File: src/fan_table_pkg.sv
// package: offsets, reset values, field layouts and carriers for the upper fan setpoint entries
package fan_table_pkg;

	localparam logic [7:0] ENTRY11_TEMP_LIMIT_OFS = 8'h64;
	localparam logic [7:0] ENTRY11_DUTY_OFS       = 8'h65;
	localparam logic [7:0] ENTRY12_TEMP_LIMIT_OFS = 8'h66;
	localparam logic [7:0] ENTRY12_DUTY_OFS       = 8'h67;
	localparam logic [7:0] TABLE_CTRL_OFS         = 8'h68;
	localparam logic [7:0] TABLE_STATUS_OFS       = 8'h69;

	localparam logic [7:0] TEMP_LIMIT_RESET = 8'h7f;
	localparam logic [7:0] DUTY_RESET       = 8'h3f;
	localparam logic [7:0] CTRL_RESET       = 8'h00;

	// temperature limit layout
	localparam int LIMIT_HALF_BIT = 7;
	localparam int LIMIT_WHOLE_HI = 6;
	// duty layout
	localparam int DUTY_EXT_LO  = 6;
	localparam int DUTY_BASE_HI = 5;

	// control register bit positions
	localparam int CTRL_WRITE_EN_BIT  = 0;
	localparam int CTRL_TEMP_HIRES    = 1;
	localparam int CTRL_DUTY_HIRES    = 2;
	localparam int CTRL_FREQ_22K5_BIT = 3;

	localparam logic [7:0] UNMAPPED_READ = 8'h00;

	typedef struct packed {
		logic [7:0] addr;
		logic [7:0] wdata;
		logic       wr;
		logic       rd;
	} reg_req_t;

	typedef struct packed {
		logic       write_en;
		logic       temp_hires;
		logic       duty_hires;
		logic       freq_22k5;
	} table_mode_t;

endpackage

File: src/fan_lut_upper_entries.sv
// fan setpoint table, entries 11 and 12: limit registers, duty registers and duty selection

//////////////////////////////////////////////////////////////////////////////
// Operation
// - In low temperature resolution the limit register's top bit reads as zero and plays no part.
// - In high temperature resolution the limit is the top bit with the lower seven bits.
// - In high resolution the limit spans 0 to 127.5 degrees in half-degree steps.
// - In low resolution the limit spans 0 to 127 degrees in whole-degree steps.
// - Above the entry 11 limit and not above the entry 12 limit the output duty is the value at offset 0x65.
// - Above the entry 12 limit at offset 0x66 the output duty is the value at offset 0x67.
// - The comparison uses nine temperature bits in high resolution and eight in low resolution.
// - Limits are positive only; the sign of a limit is always taken as zero.
// - Limits beyond the direct range come only from adding the external table offset.
// - In low duty resolution the duty register's top two bits read as zero.
// - In high duty resolution the top two bits join the lower six to form an eight-bit duty.
// - The extended duty bits act only while the 22.5 kHz frequency is selected.
// - In low duty resolution the duty comes from the lower six bits alone.
module fan_lut_upper_entries #(
	parameter int TEMP_W = 9
) (
	// clock and reset
	input  wire logic                     clk,
	input  wire logic                     reset,
	// register port
	input  wire logic [7:0]               addr,
	input  wire logic [7:0]               wdata,
	input  wire logic                     wr,
	input  wire logic                     rd,
	output logic      [7:0]               rdata,
	// remote temperature, unsigned, lsb half a degree, and table offset in whole degrees
	input  wire logic [TEMP_W-1:0]        remote_temp,
	input  wire logic [7:0]               table_temp_offset,
	// duty result towards the pwm stage
	output logic      [7:0]               duty_out,
	output logic                          duty_valid
);

	// the compare paths below fix the reading at eight whole bits and one half bit
	if (TEMP_W != 9) begin : g_width_check
		$error("remote_temp must be 9 bits: 8 whole plus one half bit");
	end

	fan_table_pkg::reg_req_t    req;
	fan_table_pkg::table_mode_t mode;

	logic [7:0] e11_limit_r;
	logic [7:0] e11_duty_r;
	logic [7:0] e12_limit_r;
	logic [7:0] e12_duty_r;
	logic [3:0] ctrl_r;
	logic [7:0] rdata_nxt;
	logic [7:0] duty_nxt;
	logic       valid_nxt;
	logic [7:0] e11_limit_rd;
	logic [7:0] e12_limit_rd;
	logic [7:0] e11_duty_rd;
	logic [7:0] e12_duty_rd;
	logic [9:0] e11_thresh;
	logic [9:0] e12_thresh;
	logic [9:0] temp_cmp;
	logic       e11_hit;
	logic       e12_hit;
	logic [7:0] e11_duty_eff;
	logic [7:0] e12_duty_eff;
	logic       ext_active;
	logic       table_wr;

	assign req  = '{addr: addr, wdata: wdata, wr: wr, rd: rd};
	assign mode = '{write_en:   ctrl_r[fan_table_pkg::CTRL_WRITE_EN_BIT],
	                temp_hires: ctrl_r[fan_table_pkg::CTRL_TEMP_HIRES],
	                duty_hires: ctrl_r[fan_table_pkg::CTRL_DUTY_HIRES],
	                freq_22k5:  ctrl_r[fan_table_pkg::CTRL_FREQ_22K5_BIT]};

	//////////////////////////////////////////////////////////////////////////////
	// register writes

	assign table_wr = req.wr && mode.write_en;

	always_ff @(posedge clk or posedge reset) begin
		if (reset) begin
			ctrl_r <= fan_table_pkg::CTRL_RESET[3:0];
		end else if (req.wr && req.addr == fan_table_pkg::TABLE_CTRL_OFS) begin
			ctrl_r <= req.wdata[3:0];
		end
	end

	// the stored half bit and extension bits survive a mode change; only their use is masked
	always_ff @(posedge clk or posedge reset) begin
		if (reset) begin
			e11_limit_r <= fan_table_pkg::TEMP_LIMIT_RESET;
			e11_duty_r  <= fan_table_pkg::DUTY_RESET;
			e12_limit_r <= fan_table_pkg::TEMP_LIMIT_RESET;
			e12_duty_r  <= fan_table_pkg::DUTY_RESET;
		end else if (table_wr) begin
			case (req.addr)
				fan_table_pkg::ENTRY11_TEMP_LIMIT_OFS: e11_limit_r <= req.wdata;
				fan_table_pkg::ENTRY11_DUTY_OFS:       e11_duty_r  <= req.wdata;
				fan_table_pkg::ENTRY12_TEMP_LIMIT_OFS: e12_limit_r <= req.wdata;
				fan_table_pkg::ENTRY12_DUTY_OFS:       e12_duty_r  <= req.wdata;
				default: ;
			endcase
		end
	end

	//////////////////////////////////////////////////////////////////////////////
	// read view: unused bits show zero per mode

	assign e11_limit_rd = mode.temp_hires ? e11_limit_r : {1'b0, e11_limit_r[fan_table_pkg::LIMIT_WHOLE_HI:0]};
	assign e12_limit_rd = mode.temp_hires ? e12_limit_r : {1'b0, e12_limit_r[fan_table_pkg::LIMIT_WHOLE_HI:0]};
	assign e11_duty_rd  = mode.duty_hires ? e11_duty_r : {2'b00, e11_duty_r[fan_table_pkg::DUTY_BASE_HI:0]};
	assign e12_duty_rd  = mode.duty_hires ? e12_duty_r : {2'b00, e12_duty_r[fan_table_pkg::DUTY_BASE_HI:0]};

	always_comb begin
		case (req.addr)
			fan_table_pkg::ENTRY11_TEMP_LIMIT_OFS: rdata_nxt = e11_limit_rd;
			fan_table_pkg::ENTRY11_DUTY_OFS:       rdata_nxt = e11_duty_rd;
			fan_table_pkg::ENTRY12_TEMP_LIMIT_OFS: rdata_nxt = e12_limit_rd;
			fan_table_pkg::ENTRY12_DUTY_OFS:       rdata_nxt = e12_duty_rd;
			fan_table_pkg::TABLE_CTRL_OFS:         rdata_nxt = {4'h0, ctrl_r};
			fan_table_pkg::TABLE_STATUS_OFS:       rdata_nxt = {6'h00, e12_hit, e11_hit};
			default:                               rdata_nxt = fan_table_pkg::UNMAPPED_READ;
		endcase
	end

	// read data stand only in the cycle after the strobe
	always_ff @(posedge clk or posedge reset) begin
		if (reset) begin
			rdata <= 8'h00;
		end else if (req.rd) begin
			rdata <= rdata_nxt;
		end else begin
			rdata <= 8'h00;
		end
	end

	//////////////////////////////////////////////////////////////////////////////
	// comparison, in half degrees, ten bits to hold limit plus offset

	// limit sign is never stored: bit 7 is the half bit, so the value is always positive
	assign e11_thresh = mode.temp_hires
		? {2'b00, e11_limit_r[fan_table_pkg::LIMIT_WHOLE_HI:0], e11_limit_r[fan_table_pkg::LIMIT_HALF_BIT]}
		  + {1'b0, table_temp_offset, 1'b0}
		: {2'b00, e11_limit_r[fan_table_pkg::LIMIT_WHOLE_HI:0], 1'b0}
		  + {1'b0, table_temp_offset, 1'b0};
	assign e12_thresh = mode.temp_hires
		? {2'b00, e12_limit_r[fan_table_pkg::LIMIT_WHOLE_HI:0], e12_limit_r[fan_table_pkg::LIMIT_HALF_BIT]}
		  + {1'b0, table_temp_offset, 1'b0}
		: {2'b00, e12_limit_r[fan_table_pkg::LIMIT_WHOLE_HI:0], 1'b0}
		  + {1'b0, table_temp_offset, 1'b0};

	// low resolution drops the half bit so a reading half a degree over does not trip
	assign temp_cmp = mode.temp_hires ? {1'b0, remote_temp} : {1'b0, remote_temp[8:1], 1'b0};

	assign e11_hit = temp_cmp > e11_thresh;
	assign e12_hit = temp_cmp > e12_thresh;

	//////////////////////////////////////////////////////////////////////////////
	// duty selection

	assign ext_active = mode.duty_hires && mode.freq_22k5;
	assign e11_duty_eff = ext_active ? e11_duty_r : {2'b00, e11_duty_r[fan_table_pkg::DUTY_BASE_HI:0]};
	assign e12_duty_eff = ext_active ? e12_duty_r : {2'b00, e12_duty_r[fan_table_pkg::DUTY_BASE_HI:0]};

	// the higher entry wins when both limits are exceeded
	always_comb begin
		if (e12_hit) begin
			duty_nxt  = e12_duty_eff;
			valid_nxt = 1'b1;
		end else if (e11_hit) begin
			duty_nxt  = e11_duty_eff;
			valid_nxt = 1'b1;
		end else begin
			duty_nxt  = 8'h00;
			valid_nxt = 1'b0;
		end
	end

	always_ff @(posedge clk or posedge reset) begin
		if (reset) begin
			duty_out   <= 8'h00;
			duty_valid <= 1'b0;
		end else begin
			duty_out   <= duty_nxt;
			duty_valid <= valid_nxt;
		end
	end

	//////////////////////////////////////////////////////////////////////////////
	// checks

	a_lowres_limit_read: assert property (@(posedge clk) disable iff (reset)
		rd && !mode.temp_hires && (addr == fan_table_pkg::ENTRY11_TEMP_LIMIT_OFS
		|| addr == fan_table_pkg::ENTRY12_TEMP_LIMIT_OFS) |=> rdata[7] == 1'b0)
		else $error("low resolution limit read shows top bit");

	a_lowres_duty_read: assert property (@(posedge clk) disable iff (reset)
		rd && !mode.duty_hires && (addr == fan_table_pkg::ENTRY11_DUTY_OFS
		|| addr == fan_table_pkg::ENTRY12_DUTY_OFS) |=> rdata[7:6] == 2'b00)
		else $error("low resolution duty read shows upper bits");

	a_write_blocked: assert property (@(posedge clk) disable iff (reset)
		wr && !mode.write_en |=> $stable(e11_limit_r) && $stable(e11_duty_r)
		&& $stable(e12_limit_r) && $stable(e12_duty_r))
		else $error("table entry changed while writes disabled");

	a_write_taken: assert property (@(posedge clk) disable iff (reset)
		wr && mode.write_en && addr == fan_table_pkg::ENTRY11_DUTY_OFS |=> e11_duty_r == $past(wdata))
		else $error("enabled write to entry 11 duty lost");

	a_e11_duty_out: assert property (@(posedge clk) disable iff (reset)
		e11_hit && !e12_hit ##1 $stable(e11_duty_r) |-> duty_valid && duty_out[5:0] == e11_duty_r[5:0])
		else $error("entry 11 duty not driven");

	a_e12_duty_out: assert property (@(posedge clk) disable iff (reset)
		e12_hit |=> duty_valid && duty_out[5:0] == $past(e12_duty_r[5:0]))
		else $error("entry 12 duty not driven");

	a_ext_gated: assert property (@(posedge clk) disable iff (reset)
		!(mode.duty_hires && mode.freq_22k5) |=> duty_out[7:6] == 2'b00)
		else $error("extended duty bits active without 22.5 kHz");

	a_lowres_compare: assert property (@(posedge clk) disable iff (reset)
		!mode.temp_hires && table_temp_offset == 8'h00
		&& remote_temp[8:1] == {1'b0, e11_limit_r[6:0]} |-> !e11_hit)
		else $error("low resolution compare uses half bit");

	a_no_hit_idle: assert property (@(posedge clk) disable iff (reset)
		!e11_hit && !e12_hit |=> !duty_valid && duty_out == 8'h00)
		else $error("duty driven with no limit exceeded");

	//////////////////////////////////////////////////////////////////////////////
	// reset checks: no disable here, the release edge itself is what is watched

	a_reset_values: assert property (@(posedge clk)
		$fell(reset) |-> e11_limit_r == fan_table_pkg::TEMP_LIMIT_RESET
		&& e11_duty_r == fan_table_pkg::DUTY_RESET && e12_limit_r == fan_table_pkg::TEMP_LIMIT_RESET
		&& e12_duty_r == fan_table_pkg::DUTY_RESET)
		else $error("table entries not at reset values after reset");

	a_reset_outputs: assert property (@(posedge clk)
		$fell(reset) |-> rdata == 8'h00 && duty_out == 8'h00 && !duty_valid)
		else $error("outputs not idle after reset");

	//////////////////////////////////////////////////////////////////////////////
	// register port checks

	a_e11_limit_taken: assert property (@(posedge clk) disable iff (reset)
		wr && mode.write_en && addr == fan_table_pkg::ENTRY11_TEMP_LIMIT_OFS |=> e11_limit_r == $past(wdata))
		else $error("enabled write to entry 11 limit lost");

	a_e12_limit_taken: assert property (@(posedge clk) disable iff (reset)
		wr && mode.write_en && addr == fan_table_pkg::ENTRY12_TEMP_LIMIT_OFS |=> e12_limit_r == $past(wdata))
		else $error("enabled write to entry 12 limit lost");

	a_e12_duty_taken: assert property (@(posedge clk) disable iff (reset)
		wr && mode.write_en && addr == fan_table_pkg::ENTRY12_DUTY_OFS |=> e12_duty_r == $past(wdata))
		else $error("enabled write to entry 12 duty lost");

	// the control register stays writable so that the write enable can be lifted
	a_ctrl_write: assert property (@(posedge clk) disable iff (reset)
		wr && addr == fan_table_pkg::TABLE_CTRL_OFS |=> ctrl_r == $past(wdata[3:0]))
		else $error("control write lost");

	a_e11_limit_view: assert property (@(posedge clk) disable iff (reset)
		rd && mode.temp_hires && addr == fan_table_pkg::ENTRY11_TEMP_LIMIT_OFS |=> rdata == $past(e11_limit_r))
		else $error("high resolution entry 11 limit read wrong");

	a_e12_limit_view: assert property (@(posedge clk) disable iff (reset)
		rd && mode.temp_hires && addr == fan_table_pkg::ENTRY12_TEMP_LIMIT_OFS |=> rdata == $past(e12_limit_r))
		else $error("high resolution entry 12 limit read wrong");

	a_e11_duty_view: assert property (@(posedge clk) disable iff (reset)
		rd && mode.duty_hires && addr == fan_table_pkg::ENTRY11_DUTY_OFS |=> rdata == $past(e11_duty_r))
		else $error("high resolution entry 11 duty read wrong");

	a_e12_duty_view: assert property (@(posedge clk) disable iff (reset)
		rd && mode.duty_hires && addr == fan_table_pkg::ENTRY12_DUTY_OFS |=> rdata == $past(e12_duty_r))
		else $error("high resolution entry 12 duty read wrong");

	a_limit_low_bits: assert property (@(posedge clk) disable iff (reset)
		rd && !mode.temp_hires && addr == fan_table_pkg::ENTRY12_TEMP_LIMIT_OFS
		|=> rdata[6:0] == $past(e12_limit_r[6:0]))
		else $error("low resolution limit read loses whole degrees");

	a_duty_base_read: assert property (@(posedge clk) disable iff (reset)
		rd && !mode.duty_hires && addr == fan_table_pkg::ENTRY11_DUTY_OFS
		|=> rdata[5:0] == $past(e11_duty_r[5:0]))
		else $error("low resolution duty read loses base bits");

	a_ctrl_read: assert property (@(posedge clk) disable iff (reset)
		rd && addr == fan_table_pkg::TABLE_CTRL_OFS |=> rdata == {4'h0, $past(ctrl_r)})
		else $error("control read wrong");

	a_status_read: assert property (@(posedge clk) disable iff (reset)
		rd && addr == fan_table_pkg::TABLE_STATUS_OFS |=> rdata == {6'h00, $past(e12_hit), $past(e11_hit)})
		else $error("status read wrong");

	a_unmapped_read: assert property (@(posedge clk) disable iff (reset)
		rd && (addr < fan_table_pkg::ENTRY11_TEMP_LIMIT_OFS || addr > fan_table_pkg::TABLE_STATUS_OFS)
		|=> rdata == fan_table_pkg::UNMAPPED_READ)
		else $error("unmapped read not zero");

	a_rdata_idle: assert property (@(posedge clk) disable iff (reset)
		!rd |=> rdata == 8'h00)
		else $error("read data outside the read cycle");

	//////////////////////////////////////////////////////////////////////////////
	// comparison checks

	// at or below the offset no stored limit can be exceeded, whatever the mode
	a_offset_floor: assert property (@(posedge clk) disable iff (reset)
		{1'b0, remote_temp} <= {1'b0, table_temp_offset, 1'b0} |-> !e11_hit && !e12_hit)
		else $error("limit exceeded below the table offset");

	// above 255 half degrees every direct limit is passed when no offset applies
	a_limit_ceiling: assert property (@(posedge clk) disable iff (reset)
		table_temp_offset == 8'h00 && remote_temp > 9'h0ff |-> e11_hit && e12_hit)
		else $error("limit above the direct range");

	a_half_step: assert property (@(posedge clk) disable iff (reset)
		mode.temp_hires && table_temp_offset == 8'h00 && remote_temp == {1'b0,
		e12_limit_r[fan_table_pkg::LIMIT_WHOLE_HI:0], e12_limit_r[fan_table_pkg::LIMIT_HALF_BIT]} + 9'h001 |-> e12_hit)
		else $error("half degree over the limit not seen");

	//////////////////////////////////////////////////////////////////////////////
	// duty checks

	a_base_duty_sel: assert property (@(posedge clk) disable iff (reset)
		!(mode.duty_hires && mode.freq_22k5) && e12_hit
		|=> duty_out == {2'b00, $past(e12_duty_r[fan_table_pkg::DUTY_BASE_HI:0])})
		else $error("low resolution duty not taken from base bits");

	a_ext_duty_e12: assert property (@(posedge clk) disable iff (reset)
		mode.duty_hires && mode.freq_22k5 && e12_hit |=> duty_out == $past(e12_duty_r))
		else $error("entry 12 extended duty not driven");

	a_ext_duty_e11: assert property (@(posedge clk) disable iff (reset)
		mode.duty_hires && mode.freq_22k5 && e11_hit && !e12_hit |=> duty_out == $past(e11_duty_r))
		else $error("entry 11 extended duty not driven");

	a_hit_valid: assert property (@(posedge clk) disable iff (reset)
		e11_hit || e12_hit |=> duty_valid)
		else $error("duty not flagged valid over a limit");

endmodule

File: config.mk
export PLATFORM = sky130hd
export DESIGN_NAME = fan_lut_upper_entries
export DESIGN_NICKNAME = d
export VERILOG_FILES = /design/src/fan_table_pkg.sv /design/src/fan_lut_upper_entries.sv
export SDC_FILE = /design/constraint.sdc
export NUM_CORES = 1
export LEC_CHECK = 0
export BUFFER_PORTS_ARGS = -buffer_cell sky130_fd_sc_hd__buf_4
export CAP_MARGIN = 20
export CORE_AREA = 5 5 84 86
export DETAILED_ROUTE_END_ITERATION = 10
export DIE_AREA = 0 0 89 91
export PLACE_DENSITY = 0.75
export SKIP_LAST_GASP = 1
export SLEW_MARGIN = 20
export SYNTH_ARGS = -nofsm -noshare
export SYNTH_HDL_FRONTEND = slang
export SYNTH_SLANG_ARGS = --single-unit
export TNS_END_PERCENT = 5
File: constraint.sdc
create_clock -name clk -period 4.5 [get_ports clk]
set_clock_uncertainty 0.15 [all_clocks]
set_input_delay 1.35 -clock clk [delete_from_list [all_inputs] [get_ports clk]]
set_output_delay 1.35 -clock clk [all_outputs]
set_load 0.01 [all_outputs]
## Word-level counts from Yosys, hierarchy flattened

Cells that the tools add are included.

- Output and inout bits: 17
- Input bits: 37
- Bits in registers: 53
- Word-level logic and storage cells: 42

- Muxes and demuxes: 15
- Add/subtract/negate cells: 4
- Reduce and logical (&&, ||, !) cells: 7
- Order comparisons: 2
- Equality and inequality tests: 6

Operators by type and width:

| kind | number |
|---|---|
| 8-bit 2-to-1 mux | 9 |
| 8-bit by 7-bit equality test with 1-bit output (second input constant) | 6 |
| 8-bit one-hot mux with 6 select lines | 1 |
| 8-bit by 9-bit adder with 10-bit output | 4 |
| 9-bit by 10-bit greater-than comparator with 1-bit output | 2 |
| 10-bit 2-to-1 mux | 2 |
| 2-bit AND reduction | 4 |
| 1-bit logical AND | 3 |
| 1-bit 2-to-1 mux | 3 |

## Depth between registers and ports, before layout

- Depth after elaboration: 5
- Gate-level depth with buffers: 16
- Depth with buffers taken out: 15

## Worst setup path after synthesis

OpenSTA, ideal clock, no wires.

- Path kind: input to register
- From: input port table_temp_offset[1]
- To: register duty_out[6]
- Required time: 4.273 ns
- Buffers on the path: 0
- Stages: 13
- Data arrival time: 3.922 ns
- Setup time: 0.077 ns
- Path slack: 0.350 ns
- Cell sequence: ha_1 a21o_1 a21oi_1 nor2b_1 o21a_1 o41ai_1 xor2_1 ha_1 a211oi_1 o2111a_1 a311oi_2 or3b_2 a21oi_1

- Longest elaborated chain between the ends: 5
- Elaborated cells between the ends (all ways): 10
- Those cells by class: 4 x add/sub; 2 x order compare; 4 x mux

RTL lines:

| what | line | text |
|---|---|---|
| from (decl) | fan_lut_upper_entries.sv:32 | `input wire logic [7:0] table_temp_offset,` |
| 8-bit by 9-bit adder with 10-bit output (on tied branches) | fan_lut_upper_entries.sv:144, fan_lut_upper_entries.sv:142 |  |
| 10-bit 2-to-1 mux | fan_lut_upper_entries.sv:141 | `? {2'b00, e11_limit_r[fan_table_pkg::LIMIT_WHOLE_HI:0], e11_limit_r[fan_table_pkg::LIMIT_HALF_BIT]}` |
| 9-bit by 10-bit greater-than comparator with 1-bit output | fan_lut_upper_entries.sv:154 | `assign e11_hit = temp_cmp > e11_thresh;` |
| 8-bit 2-to-1 mux | fan_lut_upper_entries.sv:169 | `end else if (e11_hit) begin` |
| 8-bit 2-to-1 mux (*) | fan_lut_upper_entries.sv:166 | `if (e12_hit) begin` |
| net duty_nxt[6] | fan_lut_upper_entries.sv:52 | `logic [7:0] duty_nxt;` |
| to (signal assigned) | fan_lut_upper_entries.sv:183 | `duty_out <= duty_nxt;` |
| to (decl) | fan_lut_upper_entries.sv:34 | `output logic [7:0] duty_out,` |

The timed path passes the listed nets; every way through them passes the cells marked *.
A chain may end at the register's enable or synchronous reset.

## Worst setup path after layout

- From: input port table_temp_offset[1]
- To: register duty_out[7]

Same word-level chain as after synthesis.

==> metrics.md <==
| Metric | Value |
|---|---|
| Antenna cell count | 0 |
| Top post-synthesis cells by area | dfstp_2, dfrtp_1, mux2_2 |
| Crit path max fanout | 4 |
| Period minus WS final | 4299 ps |
| Slew Limit Fails | 0 |
| GR Util All Layers | 19.19% |
| Clk sinks | 53 |
| Synth Area in Compound Gates | 15.24% |
| DRC | 0 |
| Worst reg2reg path depth | 14 |
| Pint | 723.6 µW |
| Layout net count | 410 |
| Post-synth ARST share | 100.0% |
| # port buffers | 53 |
| P_sw | 218.3 µW |
| Logic pwr share | 13.4% |
| Layout cell share with drive strength beyond 1 | 43.82% |
| Seq cells post-synth | 53 |
| Routed Antenna Nets | 0 |
| Post-Synth Adder-Cell Area | 13.68% |
| Synth Area in XOR/XNOR | 2.721% |
| Synth Area in Simple Gates | 10.77% |
| R2R Setup Slk | 850 ps |
| Net count after synthesis | 346 |
| Max Clk Rate | 0.2326 GHz |
| Share of the synthesized area in the top cell type | 21.22% |
| Crit path arrival time | 4380 ps |
| Largest family of logic cells by synthesized area | compound AO/OA/AOI/OAI gates |
| Final period util | 95.54% |
| Vias post-DR | 2,369 |
| Synth area leader | dfstp_2 |
| Final Hold Viols | 0 |
| Most frequent cells in the layout | buf_4, mux2_2, ha_1, dfrtp_1, dfstp_2 |
| Post-synthesis mux area share | 13.25% |
| Chip height | 91 µm |
| Gpl congestion | 0.8082 |
| Yosys warnings | 0 |
| Vias in the first global route | 2,480 |
| Post_cts resized | 0 |
| Core ar. | 0.006205 mm² |
| CTS Buffer Depth | 2 |
| H-tree levels | 2 |
| Hold EP | e12_limit_r[7]$_DFFE_PP0P_ |
| Final setup violation count | 0 |
| Part of the Yosys area used for sequential elements | 42.21% |
| Max-slew headroom | 41.60% |
| # IOs | 54 |
| Site Rows | 29 |
| Final worst slack | 200.9 ps |
| Syn-to-layout area delta | 20.29% |
| Vias per cell | 5.681 |
| Slew @ Worst Pin | 876.0 ps |
| DP HPWL | 5780 µm |
| Hold Crit Depth | 1 |
| Setup WS pre-CTS | -147.2 ps |
| Startpoint Class | primary input |
| Synth Cell Area | 0.003219 mm² |
| Post-synth EDFFs | 0 |
| First-pass GRT wire length | 12,210 µm |
| Sequential share of power | 51.5% |
| Cell variety after synth | 52 |
| Num CTS Buffers | 5 |
| Hold Crit Start | e12_limit_r[7]$_DFFE_PP0P_ |
| Critical Path End Type | register |
| Largest net degree at the start of global routing | 54 |
| DRT iter0 DRCs | 193 |
| Initial antenna violation count | 0 |
| Per-cell routed wire length | 17.82 µm |
| Clock Power Share | 35.1% |
| Crit Path Category | in -> reg |
| Starting density of the core | 51.89% |
| Chip Width | 89 µm |
| # fillers | 527 |
| RR Endpoint | duty_out[7]$_DFF_PP0_ |
| Routed WL | 7429 µm |
| CP peak stage delay | 450 ps |
| Die ar. | 0.008099 mm² |
| Leak Pwr | 0.001817 µW |
| Worst reg2reg path startpoint | e12_limit_r[1]$_DFFE_PP1P_ |
| CP Cell Sequence | buf_4 > ha_1 > a21o_1 > a21oi_1 > nor2b_1 > o21a_1 > o41ai_1 > xor2_1 > ha_1 > nand3_1 > o31ai_1 > a311oi_2 > buf_4 > or3b_2 > a21oi_1 |
| Post-CTS Repair Setup Buffers | 0 |
| Crit-path slowest cell | or3b_2 |
| WP data required | 4580 ps |
| Worst skew pair latency | 300 ps |
| Top FF cell, synth | dfrtp_1 |
| Setup TNS Final | 0 ps |
| RSZ-0062 raised after global routing | false |
| VDD IR max | 0.1694 mV |
| Max-Cap Viols | 0 |
| Post-Synthesis Cells | 275 |
| Initial DRT Pass Iterations | 5 |
| Average cell area after synthesis | 11.71 µm² |
| Switching portion of total power | 23.18% |
| Status | finished, final reports clean |
| Commonest non-fill, non-tap cell in the layout | buf_4 |
| Clock tree from TritonCTS | yes |
| Hold buffer count at cts | 0 |
| Worst Hold Class | reg -> reg |
| Total grt overflow | 0 |
| Reg clk slew, reported paths | 90 ps |
| CTS root buffer | clkbuf_8 |
| Pwr dens | 243.2 mW/mm² |
[critical path: cells and delay by family]
| kind | cells | cell delay [ps] |
|---|---|---|
| AO/OA/AOI/OAI | 7 | 1390 |
| AND/OR/NAND/NOR | 3 | 620 |
| adder cells (fa/ha/maj) | 2 | 600 |
| buffers and inverters | 2 | 290 |
| XOR/XNOR | 1 | 120 |
[worst max path at each step]
stage	from	to	slack [ps]	depth (start not counted)
3_5_place_dp	table_temp_offset[1]	duty_out[7]$_DFF_PP0_	-150	16
5_1_grt	table_temp_offset[1]	duty_out[6]$_DFF_PP0_	30	15
6_report	table_temp_offset[1]	duty_out[7]$_DFF_PP0_	200	15
2_1_floorplan	table_temp_offset[1]	duty_out[6]$_DFF_PP0_	350	13
3_3_place_gp	table_temp_offset[1]	duty_out[1]$_DFF_PP0_	-30	14
4_1_cts	table_temp_offset[1]	duty_out[7]$_DFF_PP0_	180	16
[stage by stage]
stage / instance area [µm²] / utilization, % / power [µW] / hold slack [ps] / instances
after floorplan: 3219 / - / 558.2 / 321.3 / 275
after global placement: 3750 / 60.44 / 615.6 / 330.6 / 409
after detailed placement: 3750 / 60.44 / 619.2 / 341.9 / 409
after CTS: 3866 / 62.31 / 947.5 / 363.6 / 417
after global routing: 3872 / 62.41 / 989.4 / 389.8 / 417
final: 3872 / 62.41 / 941.9 / 358.0 / 417
[cell type report]
class	instances	area, µm²	share of cell area, %
multi-input cells	207	1797	46.40
clock buffers	7	86.33	2.229
well taps	77	96.34	2.488
repair buffers	62	465.4	12.02
clock inverters	1	30.03	0.7754
inverters	10	38.79	1.002
flip-flops and latches	53	1359	35.09
[cell families after synthesis]
logic type	Yosys count
xor gates and xnor gates	10
and+or+nand+nor	58
DFF	53
muxes	38
buffers and inverters	15
AOI/OAI and AO/OA	67
adders and majority gates	34
[routing by layer]
metal	vias up	GRT usage [%]	share of wire, %
met5	-	0	0
met4	0	4.715	1.5
met3	11	3.529	5.0
met2	57	30.82	49
met1	1141	26.79	45
li1	1160	-	-
[power by group through the flow]
stage / clock, µW / sequential (µW) / combinational (µW)
2_1_floorplan: 0 / 493 / 65.1
3_3_place_gp: 0 / 493 / 123
3_5_place_dp: 0 / 493 / 126
4_1_cts: 336 / 485 / 127
5_1_grt: 362 / 485 / 142
6_report: 331 / 485 / 126
[synthesized netlist by cell type, types with 3 or more instances]
master	count
o21ai_0	9
nor2_1	8
o21a_1	4
and3_1	3
a21oi_1	12
nand3_1	6
inv_1	10
nand2b_1	5
mux2_2	37
xor2_1	8
ha_1	32
nand2_1	12
or3b_2	3
o211ai_1	3
a22o_2	6
a222oi_1	3
dfrtp_1	27
and2_1	3
a22oi_1	6
a21o_1	6
nor2b_1	6
dfstp_2	26
[sequential cells by signal (all words and copies together) (netlist names)]
name / flops
duty_out: 8
e11_duty_r: 8
e11_limit_r: 8
e12_duty_r: 8
e12_limit_r: 8
rdata: 8
ctrl_r: 4
duty_valid: 1
Power figures use the tool's default switching activity.
